File: src/rtl/aotr_pkg.sv
// package: register map, field layout and reset values of the offset trim register block
package aotr_pkg;
    // printed offsets (0x097 is not word aligned, so all are indices)
    localparam logic [11:0] IDX_TRIM_CORE1_IN_B = 12'h090;
    localparam logic [11:0] IDX_TRIM_CORE2_IN_A = 12'h092;
    localparam logic [11:0] IDX_TRIM_CORE2_IN_B = 12'h094;
    localparam logic [11:0] IDX_OFFSET_FILTER_CTRL_ZERO = 12'h097;
    localparam logic [11:0] IDX_CAL_CTRL = 12'h0a0;
    localparam logic [11:0] IDX_CAL_STATUS = 12'h0a1;
    localparam logic [11:0] IDX_ACCESS_STATUS = 12'h0a2;
    localparam int ADDR_W = 14;
    localparam int TRIM_W = 12;
    localparam int TRIM_REG_W = 16;
    localparam int FILT_REG_W = 8;
    // calibration control fields
    localparam int CC_BG_BIT = 0;
    localparam int CC_BGOS_BIT = 1;
    localparam int CC_OS_BIT = 2;
    localparam int CC_OSFILT_BIT = 3;
    localparam int CC_FG_START_BIT = 4;
    // calibration status fields
    localparam int CS_FG_BUSY_BIT = 0;
    localparam int CS_FOREGROUND_CAL_COMPLETE_BIT = 1;
    localparam int CS_HALTED_BIT = 2;
    localparam int FILT_KEEP_DC_BIT = 0;
    localparam logic [7:0] FILT_CTRL_RESET = 8'h00;
    localparam logic [1:0] RESP_OKAY = 2'b00;
    localparam logic [1:0] RESP_SLVERR = 2'b10;
    // write port shared between the bus slave and the register store
    typedef struct packed {
        logic valid;
        logic [11:0] index;
        logic [31:0] data;
        logic [3:0] strb;
    } aotr_wr_t;
endpackage

File: src/rtl/aotr_regs_if.sv
// interface: write and read paths between the bus slave and the register store
`timescale 1ns/10ps
interface aotr_regs_if;
    import aotr_pkg::*;
    aotr_wr_t wr;
    logic [11:0] rd_index;
    logic [31:0] rd_data;
    logic rd_hit;
    modport slave (output wr, output rd_index, input rd_data, input rd_hit);
    modport store (input wr, input rd_index, output rd_data, output rd_hit);
endinterface

File: src/rtl/aotr_store.sv
// register store: trim words, filter control and calibration control
`timescale 1ns/10ps
module aotr_store
    import aotr_pkg::*;
(
    // clock and reset
    input wire logic clk,
    input wire logic rst,
    // register access
    aotr_regs_if.store regs,
    // factory trim values captured after reset
    input wire logic [TRIM_REG_W-1:0] fuse_c1b,
    input wire logic [TRIM_REG_W-1:0] fuse_c2a,
    input wire logic [TRIM_REG_W-1:0] fuse_c2b,
    input wire logic load_fuse,
    // register contents
    output logic [TRIM_REG_W-1:0] trim_c1b,
    output logic [TRIM_REG_W-1:0] trim_c2a,
    output logic [TRIM_REG_W-1:0] trim_c2b,
    output logic [FILT_REG_W-1:0] filt_ctrl,
    output logic [7:0] cal_ctrl
);
    // merge byte lanes of a write into an old value
    function automatic logic [31:0] merge(input logic [31:0] old, input logic [31:0] nw,
                                          input logic [3:0] st);
        logic [31:0] r;
        r = old;
        for (int i = 0; i < 4; i++)
            if (st[i])
                r[8*i +: 8] = nw[8*i +: 8];
        return r;
    endfunction

    wire logic w_c1b = regs.wr.valid && regs.wr.index == IDX_TRIM_CORE1_IN_B;
    wire logic w_c2a = regs.wr.valid && regs.wr.index == IDX_TRIM_CORE2_IN_A;
    wire logic w_c2b = regs.wr.valid && regs.wr.index == IDX_TRIM_CORE2_IN_B;
    wire logic w_flt = regs.wr.valid && regs.wr.index == IDX_OFFSET_FILTER_CTRL_ZERO;
    wire logic w_cc = regs.wr.valid && regs.wr.index == IDX_CAL_CTRL;
    wire logic [31:0] m_c1b = merge({16'h0000, trim_c1b}, regs.wr.data, regs.wr.strb);
    wire logic [31:0] m_c2a = merge({16'h0000, trim_c2a}, regs.wr.data, regs.wr.strb);
    wire logic [31:0] m_c2b = merge({16'h0000, trim_c2b}, regs.wr.data, regs.wr.strb);
    wire logic [31:0] m_flt = merge({24'h000000, filt_ctrl}, regs.wr.data, regs.wr.strb);
    wire logic [31:0] m_cc = merge({24'h000000, cal_ctrl}, regs.wr.data, regs.wr.strb);

    // trim words: factory value after reset, then software may overwrite
    always_ff @(posedge clk)
    begin
        if (rst)
        begin
            trim_c1b <= 16'h0000;
            trim_c2a <= 16'h0000;
            trim_c2b <= 16'h0000;
        end
        else if (load_fuse)
        begin
            trim_c1b <= fuse_c1b;
            trim_c2a <= fuse_c2a;
            trim_c2b <= fuse_c2b;
        end
        else
        begin
            // all 16 bits, upper four included, are stored and returned; bits 31:16 are dropped
            if (w_c1b)
                trim_c1b <= m_c1b[TRIM_REG_W-1:0];
            if (w_c2a)
                trim_c2a <= m_c2a[TRIM_REG_W-1:0];
            if (w_c2b)
                trim_c2b <= m_c2b[TRIM_REG_W-1:0];
        end
    end

    // filter control and calibration control
    always_ff @(posedge clk)
    begin
        if (rst)
        begin
            filt_ctrl <= FILT_CTRL_RESET;
            cal_ctrl <= 8'h00;
        end
        else
        begin
            if (w_flt)
                filt_ctrl <= m_flt[FILT_REG_W-1:0];
            if (w_cc)
                cal_ctrl <= m_cc[7:0];
        end
    end

    // read decode
    assign regs.rd_hit = regs.rd_index == IDX_TRIM_CORE1_IN_B ||
                         regs.rd_index == IDX_TRIM_CORE2_IN_A ||
                         regs.rd_index == IDX_TRIM_CORE2_IN_B ||
                         regs.rd_index == IDX_OFFSET_FILTER_CTRL_ZERO ||
                         regs.rd_index == IDX_CAL_CTRL;
    assign regs.rd_data = (regs.rd_index == IDX_TRIM_CORE1_IN_B) ? {16'h0000, trim_c1b} :
                          (regs.rd_index == IDX_TRIM_CORE2_IN_A) ? {16'h0000, trim_c2a} :
                          (regs.rd_index == IDX_TRIM_CORE2_IN_B) ? {16'h0000, trim_c2b} :
                          (regs.rd_index == IDX_OFFSET_FILTER_CTRL_ZERO) ?
                              {24'h000000, filt_ctrl} :
                          (regs.rd_index == IDX_CAL_CTRL) ? {24'h000000, cal_ctrl} :
                          32'h00000000;
endmodule

File: src/rtl/aotr_top.sv
// top: offset trim registers behind an AXI4-Lite slave, with trim selection per core
// Behaviour
// - core 1 sampling input B uses the 12-bit trim word held in the low bits at 0x090.
// - core 2 sampling input A uses its own 12-bit trim word at 0x092.
// - core 2 sampling input B uses its own 12-bit trim word at 0x094.
// - each trim word is an unsigned quantity and is extended with zeros, never sign.
// - after reset each trim word holds its factory value, readable and writable.
// - filter control bit 0 set removes only bank mismatch, clear removes all DC.
//
// Our own choice: register access over AXI4-Lite.
`timescale 1ns/10ps
module aotr_top
    import aotr_pkg::*;
#(
    parameter logic [15:0] FUSE_CORE1_IN_B = 16'h0800,
    parameter logic [15:0] FUSE_CORE2_IN_A = 16'h0800,
    parameter logic [15:0] FUSE_CORE2_IN_B = 16'h0800
)
(
    // clock and reset
    input wire logic MCLK_I,
    input wire logic RESET_I,
    // axi4-lite write address and data
    input wire logic [aotr_pkg::ADDR_W-1:0] AWADDR_I,
    input wire logic AWVALID_I,
    output logic AWREADY_O,
    input wire logic [31:0] WDATA_I,
    input wire logic [3:0] WSTRB_I,
    input wire logic WVALID_I,
    output logic WREADY_O,
    // axi4-lite write response
    output logic [1:0] BRESP_O,
    output logic BVALID_O,
    input wire logic BREADY_I,
    // axi4-lite read
    input wire logic [aotr_pkg::ADDR_W-1:0] ARADDR_I,
    input wire logic ARVALID_I,
    output logic ARREADY_O,
    output logic [31:0] RDATA_O,
    output logic [1:0] RRESP_O,
    output logic RVALID_O,
    input wire logic RREADY_I,
    // calibration engine status (own clock domain assumed unknown, so synchronised)
    input wire logic FG_CAL_BUSY_I,
    input wire logic FOREGROUND_CAL_COMPLETE_I,
    input wire logic CALIBRATION_HALTED_I,
    // converter core sampling selects
    input wire logic CORE1_SAMPLES_B_I,
    input wire logic CORE2_SAMPLES_B_I,
    // trim applied to the converter cores
    output logic [aotr_pkg::TRIM_W-1:0] CORE1_TRIM_O,
    output logic [aotr_pkg::TRIM_W-1:0] CORE2_TRIM_O,
    output logic CORE1_TRIM_VALID_O,
    output logic CORE2_TRIM_VALID_O,
    // offset filter and calibration controls
    output logic KEEP_NEAR_DC_CONTENT_O,
    output logic OFFSET_FILTER_ENABLE_O,
    output logic BACKGROUND_CALIBRATION_ENABLE_O,
    output logic BACKGROUND_OFFSET_CAL_ENABLE_O,
    output logic OFFSET_CALIBRATION_ENABLE_O,
    output logic FG_CAL_START_O
);
    aotr_regs_if regs ();

    logic [TRIM_REG_W-1:0] trim_c1b;
    logic [TRIM_REG_W-1:0] trim_c2a;
    logic [TRIM_REG_W-1:0] trim_c2b;
    logic [FILT_REG_W-1:0] filt_ctrl;
    logic [7:0] cal_ctrl;
    logic load_fuse;
    logic [4:0] sync_a;
    logic [4:0] sync_b;
    logic have_aw;
    logic have_w;
    logic [ADDR_W-1:0] aw_addr;
    logic [31:0] w_data;
    logic [3:0] w_strb;
    logic wr_busy_err;
    logic rd_early_err;
    logic blocked;

    // core 1 input B and core 2 input A/B share this block; core 1 input A lives elsewhere
    aotr_store u_store (
        .clk(MCLK_I),
        .rst(RESET_I),
        .regs(regs.store),
        .fuse_c1b(FUSE_CORE1_IN_B),
        .fuse_c2a(FUSE_CORE2_IN_A),
        .fuse_c2b(FUSE_CORE2_IN_B),
        .load_fuse(load_fuse),
        .trim_c1b(trim_c1b),
        .trim_c2a(trim_c2a),
        .trim_c2b(trim_c2b),
        .filt_ctrl(filt_ctrl),
        .cal_ctrl(cal_ctrl)
    );

    // two-flop synchronisers for the calibration engine status and sample selects
    always_ff @(posedge MCLK_I)
    begin
        if (RESET_I)
        begin
            sync_a <= 5'h00;
            sync_b <= 5'h00;
        end
        else
        begin
            sync_a <= {CORE2_SAMPLES_B_I, CORE1_SAMPLES_B_I, CALIBRATION_HALTED_I,
                       FOREGROUND_CAL_COMPLETE_I, FG_CAL_BUSY_I};
            sync_b <= sync_a;
        end
    end
    wire logic fg_busy = sync_b[0];
    wire logic foreground_cal_complete = sync_b[1];
    wire logic halted = sync_b[2];
    wire logic c1_b = sync_b[3];
    wire logic c2_b = sync_b[4];

    // factory values loaded on the first cycle after reset release
    always_ff @(posedge MCLK_I)
    begin
        if (RESET_I)
            load_fuse <= 1'b1;
        else
            load_fuse <= 1'b0;
    end

    wire logic bg = cal_ctrl[CC_BG_BIT];
    wire logic bgos = cal_ctrl[CC_BGOS_BIT];
    wire logic os = cal_ctrl[CC_OS_BIT];
    function automatic logic is_trim(input logic [11:0] idx);
        return idx == IDX_TRIM_CORE1_IN_B || idx == IDX_TRIM_CORE2_IN_A ||
               idx == IDX_TRIM_CORE2_IN_B;
    endfunction

    // write channel: accept address and data in either order
    wire logic [11:0] w_index = aw_addr[ADDR_W-1:2];
    wire logic w_fire = have_aw && have_w && !BVALID_O;
    // decoded from the write index alone; the read decode follows the read address
    wire logic w_mapped = w_store_hit || w_index == IDX_CAL_STATUS ||
                          w_index == IDX_ACCESS_STATUS;
    wire logic w_store_hit = w_index != IDX_CAL_STATUS && w_index != IDX_ACCESS_STATUS &&
                             (w_index == IDX_TRIM_CORE1_IN_B || w_index == IDX_TRIM_CORE2_IN_A ||
                              w_index == IDX_TRIM_CORE2_IN_B || w_index == IDX_CAL_CTRL ||
                              w_index == IDX_OFFSET_FILTER_CTRL_ZERO);
    // trim writes refused while a calibration could overwrite or is reading them
    wire logic w_trim_locked = is_trim(w_index) && (fg_busy || (bg && bgos));
    assign regs.wr.valid = w_fire && w_store_hit && !w_trim_locked;
    assign regs.wr.index = w_index;
    assign regs.wr.data = w_data;
    assign regs.wr.strb = w_strb;

    always_ff @(posedge MCLK_I)
    begin
        if (RESET_I)
        begin
            have_aw <= 1'b0;
            have_w <= 1'b0;
            aw_addr <= '0;
            w_data <= 32'h00000000;
            w_strb <= 4'h0;
            BVALID_O <= 1'b0;
            BRESP_O <= RESP_OKAY;
        end
        else
        begin
            if (AWVALID_I && AWREADY_O)
                aw_addr <= AWADDR_I;
            if (WVALID_I && WREADY_O)
            begin
                w_data <= WDATA_I;
                w_strb <= WSTRB_I;
            end
            have_aw <= (have_aw || (AWVALID_I && AWREADY_O)) && !w_fire;
            have_w <= (have_w || (WVALID_I && WREADY_O)) && !w_fire;
            if (w_fire)
            begin
                BVALID_O <= 1'b1;
                BRESP_O <= (!w_mapped || w_trim_locked) ? RESP_SLVERR : RESP_OKAY;
            end
            else if (BREADY_I)
                BVALID_O <= 1'b0;
        end
    end
    assign AWREADY_O = !have_aw && !BVALID_O;
    assign WREADY_O = !have_w && !BVALID_O;

    // read channel: one cycle answer, trims are flagged while not yet settled
    wire logic [11:0] r_index = ARADDR_I[ADDR_W-1:2];
    wire logic r_fire = ARVALID_I && ARREADY_O;
    wire logic r_early = is_trim(r_index) &&
                         ((os && !bgos && !foreground_cal_complete) || (bg && bgos && !halted));
    wire logic [31:0] status_word = {29'h0, halted, foreground_cal_complete, fg_busy};
    wire logic [31:0] access_word = {29'h0, rd_early_err, wr_busy_err, blocked};
    assign regs.rd_index = r_index;
    assign ARREADY_O = !RVALID_O;

    always_ff @(posedge MCLK_I)
    begin
        if (RESET_I)
        begin
            RVALID_O <= 1'b0;
            RDATA_O <= 32'h00000000;
            RRESP_O <= RESP_OKAY;
        end
        else if (r_fire)
        begin
            RVALID_O <= 1'b1;
            RDATA_O <= (r_index == IDX_CAL_STATUS) ? status_word :
                       (r_index == IDX_ACCESS_STATUS) ? access_word : regs.rd_data;
            RRESP_O <= (regs.rd_hit || r_index == IDX_CAL_STATUS ||
                        r_index == IDX_ACCESS_STATUS) ? RESP_OKAY : RESP_SLVERR;
        end
        else if (RREADY_I)
            RVALID_O <= 1'b0;
    end

    // access flags: the two error flags are sticky, set wins over the clear written to the access status word; blocked is live
    wire logic acc_clr = w_fire && w_index == IDX_ACCESS_STATUS;
    always_ff @(posedge MCLK_I)
    begin
        if (RESET_I)
        begin
            wr_busy_err <= 1'b0;
            rd_early_err <= 1'b0;
            blocked <= 1'b0;
        end
        else
        begin
            wr_busy_err <= (w_fire && w_trim_locked) || (wr_busy_err && !acc_clr);
            rd_early_err <= (r_fire && r_early) || (rd_early_err && !acc_clr);
            blocked <= fg_busy || (bg && bgos);
        end
    end

    // trim selection per core and input, low 12 bits of each trim word taken as unsigned
    always_ff @(posedge MCLK_I)
    begin
        if (RESET_I)
        begin
            CORE1_TRIM_O <= '0;
            CORE2_TRIM_O <= '0;
            CORE1_TRIM_VALID_O <= 1'b0;
            CORE2_TRIM_VALID_O <= 1'b0;
        end
        else
        begin
            CORE1_TRIM_O <= trim_c1b[TRIM_W-1:0];
            CORE1_TRIM_VALID_O <= c1_b;
            CORE2_TRIM_O <= c2_b ? trim_c2b[TRIM_W-1:0] : trim_c2a[TRIM_W-1:0];
            CORE2_TRIM_VALID_O <= !load_fuse;
        end
    end

    // control bits handed to the filter and calibration engine
    always_ff @(posedge MCLK_I)
    begin
        if (RESET_I)
        begin
            KEEP_NEAR_DC_CONTENT_O <= 1'b0;
            OFFSET_FILTER_ENABLE_O <= 1'b0;
            BACKGROUND_CALIBRATION_ENABLE_O <= 1'b0;
            BACKGROUND_OFFSET_CAL_ENABLE_O <= 1'b0;
            OFFSET_CALIBRATION_ENABLE_O <= 1'b0;
            FG_CAL_START_O <= 1'b0;
        end
        else
        begin
            KEEP_NEAR_DC_CONTENT_O <= filt_ctrl[FILT_KEEP_DC_BIT];
            OFFSET_FILTER_ENABLE_O <= cal_ctrl[CC_OSFILT_BIT];
            BACKGROUND_CALIBRATION_ENABLE_O <= bg;
            BACKGROUND_OFFSET_CAL_ENABLE_O <= bgos;
            OFFSET_CALIBRATION_ENABLE_O <= os;
            FG_CAL_START_O <= cal_ctrl[CC_FG_START_BIT];
        end
    end
endmodule

File: config.mk
export PLATFORM = sky130hd
export DESIGN_NAME = aotr_top
export DESIGN_NICKNAME = d
export VERILOG_FILES = /design/src/rtl/aotr_pkg.sv /design/src/rtl/aotr_regs_if.sv /design/src/rtl/aotr_store.sv /design/src/rtl/aotr_top.sv
export SDC_FILE = /design/constraint.sdc
export NUM_CORES = 1
export LEC_CHECK = 0
export ABC_AREA = 1
export BUFFER_PORTS_ARGS = -buffer_cell sky130_fd_sc_hd__buf_4
export CELL_PAD_IN_SITES_DETAIL_PLACEMENT = 1
export CELL_PAD_IN_SITES_GLOBAL_PLACEMENT = 1
export CORE_ASPECT_RATIO = 1.25
export CORE_MARGIN = 1
export CORE_UTILIZATION = 25
export CTS_CLUSTER_SIZE = 14
export DETAILED_ROUTE_END_ITERATION = 6
export GPL_TIMING_DRIVEN = 0
export PLACE_DENSITY = 0.62
export SYNTH_ARGS = -nofsm -noshare
export SYNTH_HDL_FRONTEND = slang
export SYNTH_SLANG_ARGS = --single-unit
File: constraint.sdc
create_clock -name MCLK_I -period 2.4 [get_ports MCLK_I]
set_clock_uncertainty 0.2 [all_clocks]
set_input_delay 0 -clock MCLK_I [delete_from_list [all_inputs] [get_ports MCLK_I]]
set_output_delay 0 -clock MCLK_I [all_outputs]
set_load 0.02 [all_outputs]
==> reports/metrics.cfg <==
[synth]
yosys_warnings = 0
synthesis.area_um2 = 6680
ys_types = 39
synth_top_family_by_area = simple AND/OR/NAND/NOR gates
syn_avg_cell_area_um2 = 7.26
synthSimpleGateAreaFrac = 0.279
synth_mux_area_frac = 0
synth-adder-area-share = 0
postSynthCellCount = 920
ys_seq_area_frac = 0.485
synth-compound-area-share = 0.127
synth_xor_area_frac = 0
synth-seq-cells = 162

[placement]
dpl_cell_area_um2 = 7980
hpwl_um = 16400
place.gp.congestion = 0.809
portBuffers = 108
dp.cells = 1385

[sta]
slew_headroom = 0.575
timing.final.crit_period_ns = 2.25
worst_pin_slew_ns = 0.635
setup_viol = 0
setup_tns_ns = 0
hold_violations = 0
fin_crit_sh = 0.938
timing.fmax_mhz = 444
rsz0062_at_grt = true
slew_violations = 0

[drt]
routed_wl_um = 21800
vias = 6381
viasPerCell = 4.33
drt_iter0_markers = 300
ant_nets = 0
firstDrtPassIters = 4
drt_drc_violations_left = 0
routedWlPerCell_um = 14.8

[worst_setup_path]
worstPathArrival_ns = 2.38
slowest_stage = dfxtp_1
worstReg2RegEnd = u_store.cal_ctrl[2]$_SDFFE_PP0P_
path_class = reg -> reg
required_ns = 2.53
crit_fanout = 10
rr_startpoint = aw_addr[8]$_SDFFE_PP0P_
worstPathCellList = inv_1 > nand2_1 > nor2_2 > nand2_1 > nor2_4 > nor2_2 > nand2_4 > inv_4 > nor2_8 > nand3_4 > buf_6 > nor2_1 > nor2_1
slowest_delay_ns = 0.31
r2r_slack_ns = 0.15
crit_start = aw_addr[8]$_SDFFE_PP0P_
worstRegToRegCells = 13
start_kind = register
end_kind = register
cp-endpoint = u_store.cal_ctrl[2]$_SDFFE_PP0P_

[power_and_ir_drop]
p_sw_frac = 0.246
combPwrFrac = 0.090
clockPowerShare = 0.461
peakVddDrop_mv = 0.452
seqPwrFrac = 0.449
p_switching_uw = 1560
p_int_uw = 4780
p_per_area_nw_per_um2 = 690
p_leak_uw = 0.00418

[layout]
final_cell_area_um2 = 9190
final_cell_mix = nor2_1, dfxtp_1, nand2_1
num_antenna_cells = 0
final_common_cell = nor2_1
syn_to_final_growth_pct = 37.5
utilization = 0.351
nets = 1198
fin_cells = 1474
drive_above_1_share = 0.173

[outcome]
status = completed

[clocking]
htree_num_levels = 4
cts_num_sinks = 162
cts_buffer_depth = 2
clk_latency_ns = 0.43
tritoncts = yes
clk_pin_slew_ns = 0.07
root_buffer = clkbuf_16
numCtsBuffers = 17

[die]
dieWidth_um = 148
core.rowCount = 66
core_um2 = 26200
die_h_um = 185
die_area_um2 = 27400
ios = 149
start_util = 0.255

[job]
maxCapViolCount = 0

[global_routing]
grt_pass1_wl_um = 34300
grt_max_degree = 17
antenna_found_initial = 0
grt_pass1_vias = 6328
grt.overflow.total = 0
grt_usage = 0.167

[hold_path]
hold_path.class = in -> reg

==> what timing repair did <==
item                                   CTS  global route
setup endpoints to repair                0            27
endpoints found under the hold margin   47             0
hold buffers                            56             0
setup buffers                            0             2
resized for setup                        0             4
==> synthesized netlist by cell type, drive strengths merged <==
cell type	count	area share
nor2	221	0.13
nand2	163	0.093
dfxtp	162	0.49
inv	111	0.063
o21ai	73	0.055
a21oi	63	0.048
nand3	36	0.039
buf	32	0.034
clkbuf	16	0.0090
o22ai	11	0.010
nand4	8	0.0075
nor3	5	0.0045
o211ai	5	0.0056
o221ai	3	0.0039
clkinv	2	0.0011
a31oi	1	0.00094
conb	1	0.00056
nor3b	1	0.0011
nor4	1	0.00094
o211a	1	0.0015
o21a	1	0.0011
o32ai	1	0.0013
or2	1	0.0013
or3	1	0.00094
==> how the worst min path moves through the flow <==
stage | slack [ns] | cells after the start | start | to
after floorplan | -0.17 | 0 | RESET_I | load_fuse$_DFF_P_
after global placement | -0.09 | 1 | RESET_I | load_fuse$_DFF_P_
after detailed placement | -0.09 | 1 | RESET_I | load_fuse$_DFF_P_
after CTS | 0.007 | 5 | WVALID_I | w_data[5]$_SDFFE_PP0P_
after global routing | 0.03 | 2 | RESET_I | load_fuse$_DFF_P_
final | 0.02 | 5 | WVALID_I | w_strb[0]$_SDFFE_PP0P_
==> per-layer routing <==
metal / vias up / GRT usage / wire length (um)
met5: - / 0 / 0
met4: 0 / 0.0524 / 299
met3: 17 / 0.0354 / 775
met2: 123 / 0.293 / 10900
met1: 2980 / 0.201 / 9870
li1: 3261 / - / -
==> registers in the layout, indices dropped and copies added, names as in the netlist, 2 cells and up <==
name,flops
CORE1_TRIM_O,12
CORE2_TRIM_O,12
RDATA_O,16
aw_addr,12
sync_a,5
sync_b,5
u_store.cal_ctrl,8
u_store.filt_ctrl,8
u_store.trim_c1b,16
u_store.trim_c2a,16
u_store.trim_c2b,16
w_data,16
w_strb,2
==> area by class of cell <==
cell class	count	area [um2]
Buffer	48	293
Timing Repair Buffer	166	1390
Fill cell	3244	17000
Multi-Input combinational cell	614	2790
Clock inverter	12	181
Tap cell	340	425
Clock buffer	19	443
Inverter	113	427
Sequential cell	162	3240
==> cell families (layout without fill, tap and decap cells) <==
| kind of cell | Yosys count | in the layout |
|---|---|---|
| AND/OR/NAND/NOR | 437 | 437 |
| flip-flops | 162 | 162 |
| buffers and inverters | 161 | 358 |
| AO/OA/AOI/OAI | 159 | 159 |
| other | 1 | 18 |
==> per-stage QoR <==
step	hold WS, ns	setup slack (ns)	total power [uW]
finish	0.0248	0.150	6340
global route	0.0314	-0.0410	6620
CTS	0.00676	0.0534	6430
detailed placement	-0.0853	0.124	3410
global placement	-0.0857	0.152	3400
floorplan	-0.172	0.447	3180
==> critical path: cells and delay by family, from the launching register on <==
family	cells	cell delay, ns
simple gates	10	1.29
flops	1	0.31
buf+inv	3	0.34
==> power groups by stage <==
stage | combinational, uW | clock (uW) | sequential [uW]
floorplan | 288 | 0 | 2890
global placement | 493 | 0 | 2910
detailed placement | 500 | 0 | 2910
CTS | 578 | 3000 | 2850
global route | 639 | 3120 | 2860
finish | 572 | 2920 | 2850
Note: power is estimated with default switching activity, not from simulation.
